## config.mk

```make
export PLATFORM = sky130hd
export DESIGN_NAME = peripheral_dma_channel
export DESIGN_NICKNAME = d
export VERILOG_FILES = /design/src/peripheral_dma_channel_pkg.sv /design/src/peripheral_dma_channel.sv
export VERILOG_INCLUDE_DIRS = /design/src /design/src/src
export SDC_FILE = /design/constraint.sdc
export NUM_CORES = 1
export LEC_CHECK = 0
export ABC_CLOCK_PERIOD_IN_PS = 9500
export BUFFER_PORTS_ARGS = -buffer_cell sky130_fd_sc_hd__buf_2
export CELL_PAD_IN_SITES_DETAIL_PLACEMENT = 0
export CELL_PAD_IN_SITES_GLOBAL_PLACEMENT = 1
export CORE_MARGIN = 2
export CORE_UTILIZATION = 40
export CTS_CLUSTER_SIZE = 25
export DETAILED_ROUTE_END_ITERATION = 6
export GPL_TIMING_DRIVEN = 0
export PLACE_DENSITY_LB_ADDON = 0.05
export SLEW_MARGIN = 10
export SYNTH_ARGS = -nofsm -noshare
export SYNTH_HDL_FRONTEND = slang
export SYNTH_SLANG_ARGS = --single-unit
```

## constraint.sdc

```tcl
create_clock -name clk -period 9.5 [get_ports clk]
set_clock_uncertainty 0.2 [all_clocks]
set_input_delay 1.425 -clock clk [delete_from_list [all_inputs] [get_ports clk]]
set_output_delay 1.425 -clock clk [all_outputs]
set_load 0.01 [all_outputs]
```

## src/peripheral_dma_channel_regs.svh

```systemverilog
/*
 * register offsets, field positions and reset values of the peripheral dma channel pair.
 * assumes inclusion by bare name; definitions only.
 */
`ifndef PERIPHERAL_DMA_CHANNEL_REGS_SVH
`define PERIPHERAL_DMA_CHANNEL_REGS_SVH
`define OFS_RX_CUR_ADDR 12'h100
`define OFS_RX_CUR_COUNT 12'h104
`define OFS_TX_CUR_ADDR 12'h108
`define OFS_TX_CUR_COUNT 12'h10c
`define OFS_RX_NEXT_ADDR 12'h110
`define OFS_RX_NEXT_COUNT 12'h114
`define OFS_TX_NEXT_ADDR 12'h118
`define OFS_TX_NEXT_COUNT 12'h11c
`define OFS_CHANNEL_CONTROL 12'h120
`define OFS_CHANNEL_STATE 12'h124
`define BIT_RX_REQ_ENABLE 0
`define BIT_RX_REQ_DISABLE 1
`define BIT_TX_REQ_ENABLE 8
`define BIT_TX_REQ_DISABLE 9
`define RST_ADDR 32'h0000_0000
`define RST_COUNT 16'h0000
`endif

```

## src/peripheral_dma_channel_pkg.sv

```systemverilog
/*
 * types of the peripheral dma channel pair.
 * assumes nothing beyond a systemverilog compiler.
 */
package peripheral_dma_channel_pkg;
   // item size of one transfer: byte, half-word, word
   typedef enum logic [1:0] {size_byte, size_half, size_word} item_size_t;
   // memory side request toward the bus matrix
   typedef struct packed {
      logic valid;
      logic write;
      logic [31:0] addr;
      logic [31:0] wdata;
      item_size_t size;
   } mem_req_t;
   // flags back toward the peripheral
   typedef struct packed {
      logic rx_end_flag;
      logic rx_full_flag;
      logic tx_end_flag;
      logic tx_empty_flag;
   } periph_flags_t;
endpackage

```

## src/peripheral_dma_channel.sv

```systemverilog
/*
 * peripheral dma channel pair: avalon-mm register slave, receive and transmit channels that move
 * items between the peripheral holding registers and memory through one bus matrix port.
 * assumes one clock, the peripheral's ready strobes on the same clock, and a memory port that
 * answers each request with mem_done (and read data for a transmit read).
 */
// The Avalon-MM register port was decided locally.
// How it works
// RULE1 - ten registers at 0x100 to 0x124
// RULE2 - receive address is where received data goes
// RULE3 - transmit address is where outgoing data comes
// RULE4 - receive count zero halts receive transfers
// RULE5 - transmit count zero halts transmit transfers
// RULE6 - each direction has a next address
// RULE7 - each direction has a next count
// RULE8 - half duplex shares pointer and counter storage
// RULE9 - bit 0 enables receive unless bit 1
// RULE10 - bit 8 enables transmit, bit 1 disables receive
// RULE11 - bit 9 disables transmit; zero no effect
// RULE12 - half duplex receive enable clears transmit
// RULE13 - half duplex transmit enable needs no receive enable
// RULE14 - half duplex receive disable stops transmit too
// RULE15 - half duplex transmit disable stops receive too
// RULE16 - software never sets both enables half duplex
// RULE17 - address advances by 1, 2 or 4
// RULE18 - empty current count reloads from next registers
// RULE19 - both counts zero stop and raise flags
// RULE20 - status shows enables in bits 0, 8
// RULE21 - counter high bits zero; all reset to zero
// RULE22 - current count drops by one per item
`timescale 1ns/1ps
`include "peripheral_dma_channel_regs.svh"
module peripheral_dma_channel #(
   parameter int ADDR_W = 12,
   parameter bit HALF_DUPLEX = 1'b0
) (
   input wire logic clk,
   input wire logic srst,
   input wire logic [ADDR_W-1:0] avs_address,
   input wire logic avs_read,
   input wire logic avs_write,
   input wire logic [31:0] avs_writedata,
   input wire logic [3:0] avs_byteenable,
   output logic [31:0] avs_readdata,
   output logic avs_waitrequest,
   input wire logic rx_ready,
   input wire logic [31:0] rx_holding_reg,
   input wire logic tx_ready,
   output logic [31:0] tx_holding_reg,
   output logic tx_load,
   input wire peripheral_dma_channel_pkg::item_size_t item_size,
   output peripheral_dma_channel_pkg::mem_req_t mem_req,
   input wire logic mem_done,
   input wire logic [31:0] mem_rdata,
   output peripheral_dma_channel_pkg::periph_flags_t flags
);
   typedef enum logic [1:0] {st_idle, st_rx_wr, st_tx_rd} mover_state_t;

   // the offset decode needs twelve address bits; refused while elaborating
   if (ADDR_W < 12) begin : g_addr_chk
      $error("ADDR_W must reach offset 0x124");
   end

   // byte enable merge, used for the address and count registers
   function automatic logic [31:0] merge(input logic [31:0] old, input logic [31:0] nw, input logic [3:0] be);
      logic [31:0] r;
      r = old;
      for (int i = 0; i < 4; i++) begin
         if (be[i]) begin
            r[i*8 +: 8] = nw[i*8 +: 8];
         end
      end
      return r;
   endfunction

   function automatic logic [31:0] step(input peripheral_dma_channel_pkg::item_size_t s);
      unique case (s)
         peripheral_dma_channel_pkg::size_byte: step = 32'h0000_0001;
         peripheral_dma_channel_pkg::size_half: step = 32'h0000_0002;
         peripheral_dma_channel_pkg::size_word: step = 32'h0000_0004;
         default: step = 32'h0000_0004;
      endcase
   endfunction

   // index 0 receive, 1 transmit; in half duplex both names use index 0
   logic [31:0] cur_addr_ff [2];
   logic [15:0] cur_count_ff [2];
   logic [31:0] next_addr_ff [2];
   logic [15:0] next_count_ff [2];
   logic rx_en_ff, tx_en_ff;
   logic acc_ff;
   logic [31:0] rdata_ff;
   mover_state_t st_ff;
   logic rx_pend_ff, tx_pend_ff;
   logic item_done;
   logic item_dir;

   wire logic [11:0] ofs = avs_address[11:0];
   wire logic wr_take = avs_write && acc_ff; // writes land where waitrequest is seen low
   wire logic rd_take = avs_read && !acc_ff;
   wire logic rx_sel = 1'b0;
   wire logic tx_sel = HALF_DUPLEX ? 1'b0 : 1'b1; // RULE8
   wire logic [31:0] wcount = merge(32'h0000_0000, avs_writedata, avs_byteenable);
   // control write bits, one wire each so the enable process stays purely non-blocking
   wire logic ctl_re = avs_writedata[`BIT_RX_REQ_ENABLE];
   wire logic ctl_rd = avs_writedata[`BIT_RX_REQ_DISABLE];
   wire logic ctl_te = avs_writedata[`BIT_TX_REQ_ENABLE];
   wire logic ctl_td = avs_writedata[`BIT_TX_REQ_DISABLE];

   // one wait state per access: request seen, answered next edge
   always_ff @(posedge clk) begin
      if (srst) begin
         acc_ff <= 1'b0;
      end else begin
         acc_ff <= (avs_read || avs_write) && !acc_ff;
      end
   end

   always_ff @(posedge clk) begin
      if (srst) begin
         avs_waitrequest <= 1'b1;
      end else begin
         avs_waitrequest <= !((avs_read || avs_write) && !acc_ff);
      end
   end

   // read mux; control register is write-only and unmapped offsets read zero
   always_ff @(posedge clk) begin
      if (srst) begin
         avs_readdata <= 32'h0000_0000;
      end else if (rd_take) begin
         unique case (ofs)
            `OFS_RX_CUR_ADDR: avs_readdata <= cur_addr_ff[rx_sel]; // RULE1
            `OFS_RX_CUR_COUNT: avs_readdata <= {16'h0000, cur_count_ff[rx_sel]}; // RULE21
            `OFS_TX_CUR_ADDR: avs_readdata <= cur_addr_ff[tx_sel];
            `OFS_TX_CUR_COUNT: avs_readdata <= {16'h0000, cur_count_ff[tx_sel]};
            `OFS_RX_NEXT_ADDR: avs_readdata <= next_addr_ff[rx_sel];
            `OFS_RX_NEXT_COUNT: avs_readdata <= {16'h0000, next_count_ff[rx_sel]};
            `OFS_TX_NEXT_ADDR: avs_readdata <= next_addr_ff[tx_sel];
            `OFS_TX_NEXT_COUNT: avs_readdata <= {16'h0000, next_count_ff[tx_sel]};
            `OFS_CHANNEL_STATE: begin
               avs_readdata <= 32'h0000_0000;
               avs_readdata[`BIT_RX_REQ_ENABLE] <= rx_en_ff; // RULE20
               avs_readdata[`BIT_TX_REQ_ENABLE] <= tx_en_ff;
            end
            default: avs_readdata <= 32'h0000_0000;
         endcase
      end
   end

   // enable state from control writes; both set in one write wins for receive in half duplex
   always_ff @(posedge clk) begin
      if (srst) begin
         rx_en_ff <= 1'b0;
         tx_en_ff <= 1'b0;
      end else if (wr_take && ofs == `OFS_CHANNEL_CONTROL && avs_byteenable[0] && avs_byteenable[1]) begin
         if (HALF_DUPLEX) begin
            if (ctl_rd || ctl_td) begin
               rx_en_ff <= 1'b0; // RULE14
               tx_en_ff <= 1'b0; // RULE15
            end else if (ctl_re) begin
               rx_en_ff <= 1'b1;
               tx_en_ff <= 1'b0; // RULE12
            end else if (ctl_te) begin
               tx_en_ff <= 1'b1; // RULE13
               rx_en_ff <= 1'b0;
            end
         end else begin
            if (ctl_rd) begin
               rx_en_ff <= 1'b0; // RULE10
            end else if (ctl_re) begin
               rx_en_ff <= 1'b1; // RULE9
            end
            if (ctl_td) begin
               tx_en_ff <= 1'b0; // RULE11
            end else if (ctl_te) begin
               tx_en_ff <= 1'b1; // RULE10
            end
         end
      end
   end

   // pointer and counter storage; software writes win over the mover in the same cycle
   generate
      for (genvar d = 0; d < 2; d++) begin : g_dir
         wire logic [11:0] o_ca = d ? `OFS_TX_CUR_ADDR : `OFS_RX_CUR_ADDR;
         wire logic [11:0] o_cc = d ? `OFS_TX_CUR_COUNT : `OFS_RX_CUR_COUNT;
         wire logic [11:0] o_na = d ? `OFS_TX_NEXT_ADDR : `OFS_RX_NEXT_ADDR;
         wire logic [11:0] o_nc = d ? `OFS_TX_NEXT_COUNT : `OFS_RX_NEXT_COUNT;
         // half duplex: both register names reach entry 0
         wire logic hit = HALF_DUPLEX ? (d == 0) : 1'b1; // RULE8
         wire logic w_ca = hit && wr_take && (ofs == `OFS_RX_CUR_ADDR || ofs == `OFS_TX_CUR_ADDR)
            && (HALF_DUPLEX || ofs == o_ca);
         wire logic w_cc = hit && wr_take && (ofs == `OFS_RX_CUR_COUNT || ofs == `OFS_TX_CUR_COUNT)
            && (HALF_DUPLEX || ofs == o_cc);
         wire logic w_na = hit && wr_take && (ofs == `OFS_RX_NEXT_ADDR || ofs == `OFS_TX_NEXT_ADDR)
            && (HALF_DUPLEX || ofs == o_na);
         wire logic w_nc = hit && wr_take && (ofs == `OFS_RX_NEXT_COUNT || ofs == `OFS_TX_NEXT_COUNT)
            && (HALF_DUPLEX || ofs == o_nc);
         wire logic adv = item_done && (HALF_DUPLEX ? (d == 0) : (item_dir == 1'(d)));
         wire logic reload = adv && cur_count_ff[d] == 16'h0001 && next_count_ff[d] != `RST_COUNT;
         always_ff @(posedge clk) begin
            if (srst) begin
               cur_addr_ff[d] <= `RST_ADDR; // RULE21
               cur_count_ff[d] <= `RST_COUNT;
               next_addr_ff[d] <= `RST_ADDR;
               next_count_ff[d] <= `RST_COUNT;
            end else begin
               if (w_ca) begin
                  cur_addr_ff[d] <= merge(cur_addr_ff[d], avs_writedata, avs_byteenable); // RULE2 RULE3
               end else if (reload) begin
                  cur_addr_ff[d] <= next_addr_ff[d]; // RULE18
               end else if (adv) begin
                  cur_addr_ff[d] <= cur_addr_ff[d] + step(item_size); // RULE17
               end
               if (w_cc) begin
                  cur_count_ff[d] <= wcount[15:0]; // RULE21
               end else if (reload) begin
                  cur_count_ff[d] <= next_count_ff[d];
               end else if (adv) begin
                  cur_count_ff[d] <= cur_count_ff[d] - 16'h0001; // RULE22
               end
               if (w_na) begin
                  next_addr_ff[d] <= merge(next_addr_ff[d], avs_writedata, avs_byteenable); // RULE6
               end else if (reload) begin
                  next_addr_ff[d] <= `RST_ADDR;
               end
               if (w_nc) begin
                  next_count_ff[d] <= wcount[15:0]; // RULE7
               end else if (reload) begin
                  next_count_ff[d] <= `RST_COUNT;
               end
            end
         end
      end
   endgenerate

   // zero count or disabled channel starts nothing; receive served first
   wire logic rx_go = rx_pend_ff && rx_en_ff && cur_count_ff[rx_sel] != `RST_COUNT; // RULE4
   wire logic tx_go = tx_pend_ff && tx_en_ff && cur_count_ff[tx_sel] != `RST_COUNT; // RULE5

   // a ready strobe is remembered until the mover serves it
   always_ff @(posedge clk) begin
      if (srst) begin
         rx_pend_ff <= 1'b0;
         tx_pend_ff <= 1'b0;
      end else begin
         rx_pend_ff <= rx_ready || (rx_pend_ff && !(st_ff == st_idle && rx_go));
         tx_pend_ff <= tx_ready || (tx_pend_ff && !(st_ff == st_idle && !rx_go && tx_go));
      end
   end

   // an item ends at the memory answer
   assign item_done = st_ff != st_idle && mem_done;
   assign item_dir = st_ff == st_tx_rd;

   // mover: one memory access per item
   always_ff @(posedge clk) begin
      if (srst) begin
         st_ff <= st_idle;
         mem_req <= '0;
      end else begin
         unique case (st_ff)
            st_idle: begin
               if (rx_go) begin
                  st_ff <= st_rx_wr;
                  mem_req <= {1'b1, 1'b1, cur_addr_ff[rx_sel], rx_holding_reg, item_size}; // RULE2
               end else if (tx_go) begin
                  st_ff <= st_tx_rd;
                  mem_req <= {1'b1, 1'b0, cur_addr_ff[tx_sel], 32'h0000_0000, item_size}; // RULE3
               end
            end
            st_rx_wr, st_tx_rd: begin
               if (mem_done) begin
                  st_ff <= st_idle;
                  mem_req <= '0;
               end
            end
         endcase
      end
   end

   always_ff @(posedge clk) begin
      if (srst) begin
         tx_holding_reg <= 32'h0000_0000;
         tx_load <= 1'b0;
      end else begin
         tx_load <= st_ff == st_tx_rd && mem_done;
         if (st_ff == st_tx_rd && mem_done) begin
            tx_holding_reg <= mem_rdata;
         end
      end
   end

   // flags follow the counts; cleared again by a nonzero count write
   always_ff @(posedge clk) begin
      if (srst) begin
         flags <= '0;
      end else begin
         flags.rx_end_flag <= cur_count_ff[rx_sel] == `RST_COUNT; // RULE19
         flags.rx_full_flag <= cur_count_ff[rx_sel] == `RST_COUNT && next_count_ff[rx_sel] == `RST_COUNT;
         flags.tx_end_flag <= cur_count_ff[tx_sel] == `RST_COUNT;
         flags.tx_empty_flag <= cur_count_ff[tx_sel] == `RST_COUNT && next_count_ff[tx_sel] == `RST_COUNT;
      end
   end

   property p_wait_one;
      @(posedge clk) disable iff (srst) (avs_read || avs_write) && avs_waitrequest && !acc_ff |=> !avs_waitrequest;
   endproperty
   a_wait_one: assert property (p_wait_one) else $error("access not answered after one wait state"); // RULE1
   property p_status;
      @(posedge clk) disable iff (srst) rd_take && ofs == `OFS_CHANNEL_STATE
         |=> avs_readdata[8] == $past(tx_en_ff) && avs_readdata[0] == $past(rx_en_ff);
   endproperty
   a_status: assert property (p_status) else $error("status bits wrong"); // RULE20
   property p_zero_halts;
      @(posedge clk) disable iff (srst) st_ff == st_idle && cur_count_ff[0] == 16'h0000 && !tx_go |=> st_ff == st_idle;
   endproperty
   a_zero_halts: assert property (p_zero_halts) else $error("transfer started at zero count"); // RULE4
   property p_dec;
      @(posedge clk) disable iff (srst) item_done && !HALF_DUPLEX && !item_dir && cur_count_ff[0] > 16'h0001
         && !(wr_take && ofs == `OFS_RX_CUR_COUNT) |=> cur_count_ff[0] == $past(cur_count_ff[0]) - 16'h0001;
   endproperty
   a_dec: assert property (p_dec) else $error("count did not drop by one"); // RULE22
   property p_rxdis;
      @(posedge clk) disable iff (srst) wr_take && ofs == `OFS_CHANNEL_CONTROL && avs_writedata[1]
         && avs_byteenable[0] && avs_byteenable[1] |=> !rx_en_ff;
   endproperty
   a_rxdis: assert property (p_rxdis) else $error("receive disable ignored"); // RULE10
   property p_hd_excl;
      @(posedge clk) disable iff (srst) HALF_DUPLEX |-> !(rx_en_ff && tx_en_ff);
   endproperty
   a_hd_excl: assert property (p_hd_excl) else $error("both directions on in half duplex"); // RULE12
   property p_full;
      @(posedge clk) disable iff (srst) !srst && cur_count_ff[0] == 16'h0000 && next_count_ff[0] == 16'h0000
         |=> flags.rx_full_flag;
   endproperty
   a_full: assert property (p_full) else $error("full flag missing"); // RULE19
   property p_txdis;
      @(posedge clk) disable iff (srst) wr_take && ofs == `OFS_CHANNEL_CONTROL && avs_writedata[9]
         && avs_byteenable[0] && avs_byteenable[1] |=> !tx_en_ff;
   endproperty
   a_txdis: assert property (p_txdis) else $error("transmit disable ignored"); // RULE11
   c_rx_item: cover property (@(posedge clk) disable iff (srst) st_ff == st_rx_wr ##[1:20] st_ff == st_idle);
   c_tx_item: cover property (@(posedge clk) disable iff (srst) tx_load);
   c_reload: cover property (@(posedge clk) disable iff (srst) item_done && cur_count_ff[0] == 16'h0001
      && next_count_ff[0] != 16'h0000);
endmodule

```

==> reports/qor.txt, run 1 <==
Critical Path Most Common Cell -> buf_2
RSZ-0062 raised after global routing -> no
Area contributors post-synth -> edfxtp_1 34%, dfxtp_1 17%, nand2_1 4.9%
Final Hold Vio Count -> 0
First-pass GRT wire length -> 102,000 um
Syn_area_per_cell -> 10.1 sq um
Top Family by Delay on Critical Path -> simple AND/OR/NAND/NOR gates
Final setup vio count -> 0
Distinct cell type count after synthesis -> 72
GP Congestion -> 1.01
TritonCTS buffer count -> 40
Crit path max fanout -> 10
Row count -> 75
Power Total -> 3.44 mW
Vias in the first global route -> 15,200
Hold buffers post-CTS -> 0
Synthesis-stage register bit count -> 336
Chip Height -> 210 um
Fin Hold WS -> 0.246 ns
Die width -> 210 um
Max reg flops -> 67
F_max -> 0.186 GHz
Hold path depth -> 2
Hold Startpoint -> avs_readdata[13]$_SDFFE_PP0P_
Fin. max-slew vios -> 0
CP bufs+invs -> 3
Fin crit share -> 56.5%
# H-tree levels -> 2
Slew HR -> 9.99%
Fraction of power consumed by the clock network -> 43.1%
Crit start category -> primary input
FF-to-FF Start -> cur_count_ff[0][9]$_DFFE_PP_
Initial antenna violation count -> 8
RR Endpoint -> cur_addr_ff[0][20]$_DFFE_PP_
Sequential area share after synthesis -> 51.0%
Sw Share -> 25.6%
Synth area leader -> edfxtp_1
Max rail drop VDD -> 0.128 mV
Setup TNS -> 0 ns
Starting Density -> 40.5%
Share of cells above drive strength 1 -> 18.6%
Vias -> 15,600
Hold endpoint -> avs_readdata[13]$_SDFFE_PP0P_
Initial drt markers -> 1,629
I/O Buffers -> 257
Vias per cell -> 6.11
Slew of the pin with the lowest slew margin -> 1.35 ns
Critical path depth -> 9
Clock latency at the later pin of the worst-skew pair -> 0.57 ns
Synthesized Nets -> 1,816
Final min period -> 5.36 ns
Total core area -> 0.0419 sq mm
Initial DRT Pass Iterations -> 6
Total track usage -> 31.5%
Crit end category -> flop
Reg power frac -> 48.1%
Ports -> 259
Clk slew on worst S/H paths -> 0.06 ns
Wirelength, routed -> 70,500 um
Fin worst setup slack -> 4.14 ns
Pre-CTS setup slack -> 3.65 ns
Critical path, cell by cell -> buf_2 -> or4b_2 -> buf_2 -> nor3_2 -> nand2_1 -> o211ai_1 -> clkbuf_1 -> nor2_1 -> a221o_1
Leak -> 7.74 nW
Async SR Flop Fraction -> 0%
Top-count cell post-synth -> nand2_1
Nets -> 2,116
Pint -> 2.56 mW
Comb pwr share -> 8.8%
DP Wirelength -> 53,800 um
Max stage delay on crit path -> 0.92 ns
Power Density -> 170 mW/mm^2
WS Path Type -> in2reg
Synth top cells by count -> 220 x nand2_1, 192 x edfxtp_1, 144 x dfxtp_1
Clk sinks -> 336
Wire per inst -> 27.7 um
# DRC -> 0
Clk root buf -> clkbuf_16
Worst Path Arrival -> 5.47 ns
Finished Core Util -> 48.3%
Max clock buf depth -> 3
Top Registers -> mem_req: 67 flops, cur_addr_ff: 64 flops, next_addr_ff: 64 flops
CTS tree -> done
Switching pwr -> 0.882 mW
R2R cell count -> 7
Post-CTS Setup Bufs -> 0
Largest net degree at the start of global routing -> 17
Slowest stage cell, crit path -> nor3_2
CP required -> 9.61 ns
Grt ovf -> 0
Max-Cap Viols -> 0
Worst Hold Class -> reg2reg
Yosys warnings -> 0
Status -> finished, final reports clean
Post-CTS Resized -> 0
Total Die Area -> 0.0441 sq mm
Mapped Cells -> 1,680
Most common flop cell mapped by yosys -> edfxtp_1
Synth-to-Final Area Change -> 19.2%
Post-synth EDFFs -> 192
Area share of the largest cell type after synthesis -> 34.0%
Synthesized cell area -> 0.0170 sq mm
Crit path from -> avs_address[9]
Largest Register -> mem_req
Reg-to-reg slack, setup -> 5.02 ns
Final ANT Viol Nets -> 0
cell usage in the layout (no fill, tap or decap), types with 55 or more instances in the layout:
| cell | synthesis | layout |
|---|---|---|
| buf_2 | 4 | 261 |
| mux2i_1 | 64 | 64 |
| a21oi_1 | 87 | 86 |
| and3_1 | 76 | 76 |
| xor2_1 | 55 | 55 |
| dfxtp_1 | 144 | 144 |
| clkbuf_1 | 105 | 118 |
| edfxtp_1 | 192 | 192 |
| o21ai_0 | 82 | 82 |
| nor2_1 | 140 | 140 |
| nand2_1 | 220 | 220 |
worst max-delay path by stage:
stage | slack (ns) | endpoint
floorplan | 5.43 | cur_addr_ff[0][14]$_DFFE_PP_
global placement | 3.69 | cur_addr_ff[0][20]$_DFFE_PP_
detailed placement | 3.65 | cur_addr_ff[0][20]$_DFFE_PP_
CTS | 4.23 | cur_addr_ff[0][20]$_DFFE_PP_
global route | 4.09 | cur_addr_ff[0][20]$_DFFE_PP_
finish | 4.14 | cur_addr_ff[0][20]$_DFFE_PP_
layer usage:
metal / GRT usage, % / vias up / part of all wire [%]
met3: 5.48 / 166 / 9.0
met2: 50.2 / 871 / 46
met5: 0 / - / 0.051
met4: 14.8 / 6 / 4.7
li1: - / 6954 / -
met1: 41.9 / 7588 / 41
per-stage QoR:
stage	cell area (sq um)	std cells
floorplan	17000	1680
global placement	18900	2476
detailed placement	19000	2477
CTS	20200	2548
global route	20200	2549
finish	20200	2549
power groups by stage:
| stage | combinational [mW] | sequential [mW] | clock (mW) |
|---|---|---|---|
| 6_report | 0.302 | 1.66 | 1.48 |
| 5_1_grt | 0.323 | 1.66 | 1.56 |
| 4_1_cts | 0.298 | 1.65 | 1.50 |
| 3_5_place_dp | 0.296 | 1.68 | 0 |
| 3_3_place_gp | 0.294 | 1.68 | 0 |
| 2_1_floorplan | 0.160 | 1.66 | 0 |
cells by family (layout without fill, tap and decap cells):
kind of cell,Yosys count,in the layout,synth area share (%)
muxes,75,75,4.77
xor gates and xnor gates,80,80,4.13
and+or+nand+nor,621,621,17.7
other,0,1,0
DFF,336,336,51.0
buffers and inverters,133,462,3.38
adders and majority gates,15,15,1.20
AOI/OAI and AO/OA,420,420,17.8
layout make-up:
class	count	area [sq um]
clock buffer	63	1200
clock inverter	8	41.3
tap	539	674
inverter	11	41.3
buffer	122	532
antenna	1	2.50
fill	4055	21600
multi-input combinational	1211	7770
timing repair buffer	258	1300
sequential	336	8650
tightest hold or removal path, delay by kind of cell, from the launching register on:
family | cells | cell delay [ns]
AO/OA/AOI/OAI | 1 | 0.06
AND/OR/NAND/NOR | 1 | 0.04
flip-flops | 1 | 0.31
Power figures use the tool's default switching activity.
==> run 2, diff against run 1 <==
--- a/config.mk
+++ b/config.mk
@@ -6,7 +6,7 @@
 export SDC_FILE = /design/constraint.sdc
 export NUM_CORES = 1
 export LEC_CHECK = 0
-export ABC_CLOCK_PERIOD_IN_PS = 9500
+export ABC_CLOCK_PERIOD_IN_PS = 4400
 export BUFFER_PORTS_ARGS = -buffer_cell sky130_fd_sc_hd__buf_2
 export CELL_PAD_IN_SITES_DETAIL_PLACEMENT = 0
 export CELL_PAD_IN_SITES_GLOBAL_PLACEMENT = 1
==> constraint.sdc (replaced) <==
create_clock -name clk -period 4.4 [get_ports clk]
set_clock_uncertainty 0.2 [all_clocks]
set_input_delay 0.66 -clock clk [delete_from_list [all_inputs] [get_ports clk]]
set_output_delay 0.66 -clock clk [all_outputs]
set_load 0.01 [all_outputs]
==> reports/qor.txt, run 2 (synthesis results as in run 1) <==
Fin. max-slew vios -> 0 (unchanged)
Total track usage -> 31.6% (about the same)
Top Family by Delay on Critical Path -> simple AND/OR/NAND/NOR gates
Hold path depth -> 2 (unchanged)
Max reg flops -> 67 (unchanged)
Commonest cells after routing, fill and taps aside -> 261 x buf_2, 220 x nand2_1, 192 x edfxtp_1, 144 x dfxtp_1, 140 x nor2_1
Final Hold Vio Count -> 0 (unchanged)
Hold Startpoint -> rx_holding_reg[9]
Switching pwr -> 1.90 mW (+120%)
First-pass GRT wire length -> 102,000 um (about the same)
RR Endpoint -> cur_addr_ff[0][10]$_DFFE_PP_
R2R cell count -> 7 (unchanged)
FF-to-FF Start -> cur_count_ff[0][9]$_DFFE_PP_
Crit start category -> flop
# H-tree levels -> 2 (unchanged)
Fin crit share -> 92.5%
Status -> finished, final reports clean
Hold buffers post-CTS -> 0 (unchanged)
Final min period -> 4.07 ns
Vias in the first global route -> 15,200 (+0.046%)
Worst Hold Class -> in2reg
Chip Height -> 210 um (unchanged)
I/O Buffers -> 257 (unchanged)
Largest net degree at the start of global routing -> 17 (unchanged)
Vias per cell -> 6.10 (-0.28%)
Nets -> 2,118 (+0.095%)
TritonCTS buffer count -> 40 (unchanged)
Fraction of power consumed by the clock network -> 43.1% (about the same)
Starting Density -> 40.5% (unchanged)
Max rail drop VDD -> 0.276 mV (+120%)
Slowest stage cell, crit path -> nor4_1
Share of cells above drive strength 1 -> 18.7% (+0.081 points)
Worst Path Arrival -> 4.27 ns (-1.20 ns)
Power Density -> 367 mW/mm^2 (+120%)
Grt ovf -> 0 (unchanged)
Reg power frac -> 48.1% (about the same)
Slew of the pin with the lowest slew margin -> 1.36 ns (+0.0132 ns)
Pint -> 5.53 mW (+120%)
Max-Cap Viols -> 0 (unchanged)
Max stage delay on crit path -> 0.86 ns (-0.06 ns)
Reg-to-reg slack, setup -> 0.33 ns (-4.69 ns)
Finished Cell Area -> 0.0202 sq mm (+0.11%)
# DRC -> 0 (unchanged)
Max clock buf depth -> 3 (unchanged)
WS Path Type -> reg2reg
Power Total -> 7.42 mW (+120%)
Initial antenna violation count -> 8 (unchanged)
Row count -> 75 (unchanged)
GP Congestion -> 1.01 (unchanged)
Clk root buf -> clkbuf_16
Vias -> 15,600 (-0.20%)
Initial drt markers -> 1,654 (+1.5%)
Final setup vio count -> 0 (unchanged)
Sw Share -> 25.6% (-0.060 points)
Slew HR -> 9.11% (-0.88 points)
Final ANT Viol Nets -> 0 (unchanged)
Crit path max fanout -> 10 (unchanged)
Wirelength, routed -> 70,500 um (about the same)
Clk slew on worst S/H paths -> 0.06 ns (about the same)
Dpl cell area -> 0.0190 sq mm (unchanged)
CP required -> 4.60 ns (-5.01 ns)
CTS tree -> done
Total Die Area -> 0.0441 sq mm (unchanged)
Leak -> 7.77 nW (+0.29%)
Wire per inst -> 27.6 um (-0.14%)
Clk sinks -> 336 (unchanged)
F_max -> 0.246 GHz
DP Wirelength -> 53,800 um (unchanged)
Ports -> 259 (unchanged)
Initial DRT Pass Iterations -> 6 (unchanged)
CP bufs+invs -> 2 (-1)
Synth-to-Final Area Change -> 19.3%
Hold endpoint -> mem_req[11]$_SDFFE_PP0P_
Most common cell after layout, fill and taps aside -> buf_2
Critical path, cell by cell -> or3_1 -> or3_1 -> clkbuf_1 -> nor4_1 -> clkbuf_1 -> a221oi_1 -> a21oi_1
Critical path depth -> 7 (-2)
Die width -> 210 um (unchanged)
Crit end category -> flop
Largest Register -> mem_req
RSZ-0062 raised after global routing -> no
Comb pwr share -> 8.8% (about the same)
Clock latency at the later pin of the worst-skew pair -> 0.56 ns (about the same)
Top Registers -> mem_req: 67 flops, cur_addr_ff: 64 flops, next_addr_ff: 64 flops
Total core area -> 0.0419 sq mm (unchanged)
run 2: cell type report:
cell class | count | area [sq um]
fillers | 4054 | 21600
plain buffers | 122 | 532
flip-flops and latches | 336 | 8650
multi-input cells | 1211 | 7780
diodes | 1 | 2.50
repair buffers | 260 | 1310
clock inverters | 8 | 41.3
inverters | 11 | 41.3
well taps | 539 | 674
clock buffers | 63 | 1200
run 2: worst max-delay path by stage:
stage                                              end                        startpoint
floorplan                 cur_addr_ff[0][17]$_DFFE_PP_                    avs_address[9]
finish                    cur_addr_ff[0][10]$_DFFE_PP_      cur_count_ff[0][9]$_DFFE_PP_
CTS                       cur_addr_ff[0][20]$_DFFE_PP_      cur_count_ff[0][9]$_DFFE_PP_
detailed placement        cur_addr_ff[0][20]$_DFFE_PP_                    avs_address[9]
global placement          cur_addr_ff[0][20]$_DFFE_PP_                    avs_address[9]
global route        next_count_ff[1][12]$_SDFFCE_PP0P_  cur_count_ff[1][4]$_SDFFCE_PN0P_
run 2: power groups by stage:
stage / Sequential, mW / Clock [mW] / Combinational (mW)
floorplan: 3.59 / 0 / 0.344
global placement: 3.63 / 0 / 0.634
detailed placement: 3.63 / 0 / 0.639
CTS: 3.57 / 3.24 / 0.643
global route: 3.58 / 3.36 / 0.699
finish: 3.57 / 3.20 / 0.653
run 2: what timing repair did:
item,in CTS,in global routing
buffers inserted,0,2
pin swaps,0,1
resized for setup,1,0
endpoints found under the setup margin,7,9
cloned,0,0
run 2: per-stage QoR:
| stage | worst slack, ns | util [%] | std cells | hold WS [ns] | TNS [ns] |
|---|---|---|---|---|---|
| after floorplan | 1.09 | - | 1680 | 0.250 | 0 |
| after global placement | -0.646 | 45.2 | 2476 | 0.231 | -25.78 |
| after detailed placement | -0.684 | 45.3 | 2477 | 0.240 | -9.85 |
| after CTS | 0.00197 | 48.3 | 2548 | 0.0862 | 0 |
| after global routing | 0.217 | 48.3 | 2551 | 0.0952 | 0 |
| final | 0.331 | 48.3 | 2551 | 0.110 | 0 |
run 2: worst reg2reg max path: stages (launching register included):
cell and delay, ns:
edfxtp_1 0.46, or3_1 0.50, or3_1 0.53, clkbuf_1 0.30, nor4_1 0.86, clkbuf_1 0.67, a221oi_1 0.20, a21oi_1 0.18
run 2: routing by layer:
| layer | vias to the layer above | global-route usage, % | share of wire [%] |
|---|---|---|---|
| met3 | 185 | 5.61 | 9.0 |
| met1 | 7538 | 41.8 | 41 |
| met2 | 864 | 50.3 | 45 |
| met4 | 6 | 15.0 | 4.9 |
| met5 | - | 0 | 0.051 |
| li1 | 6961 | - | - |
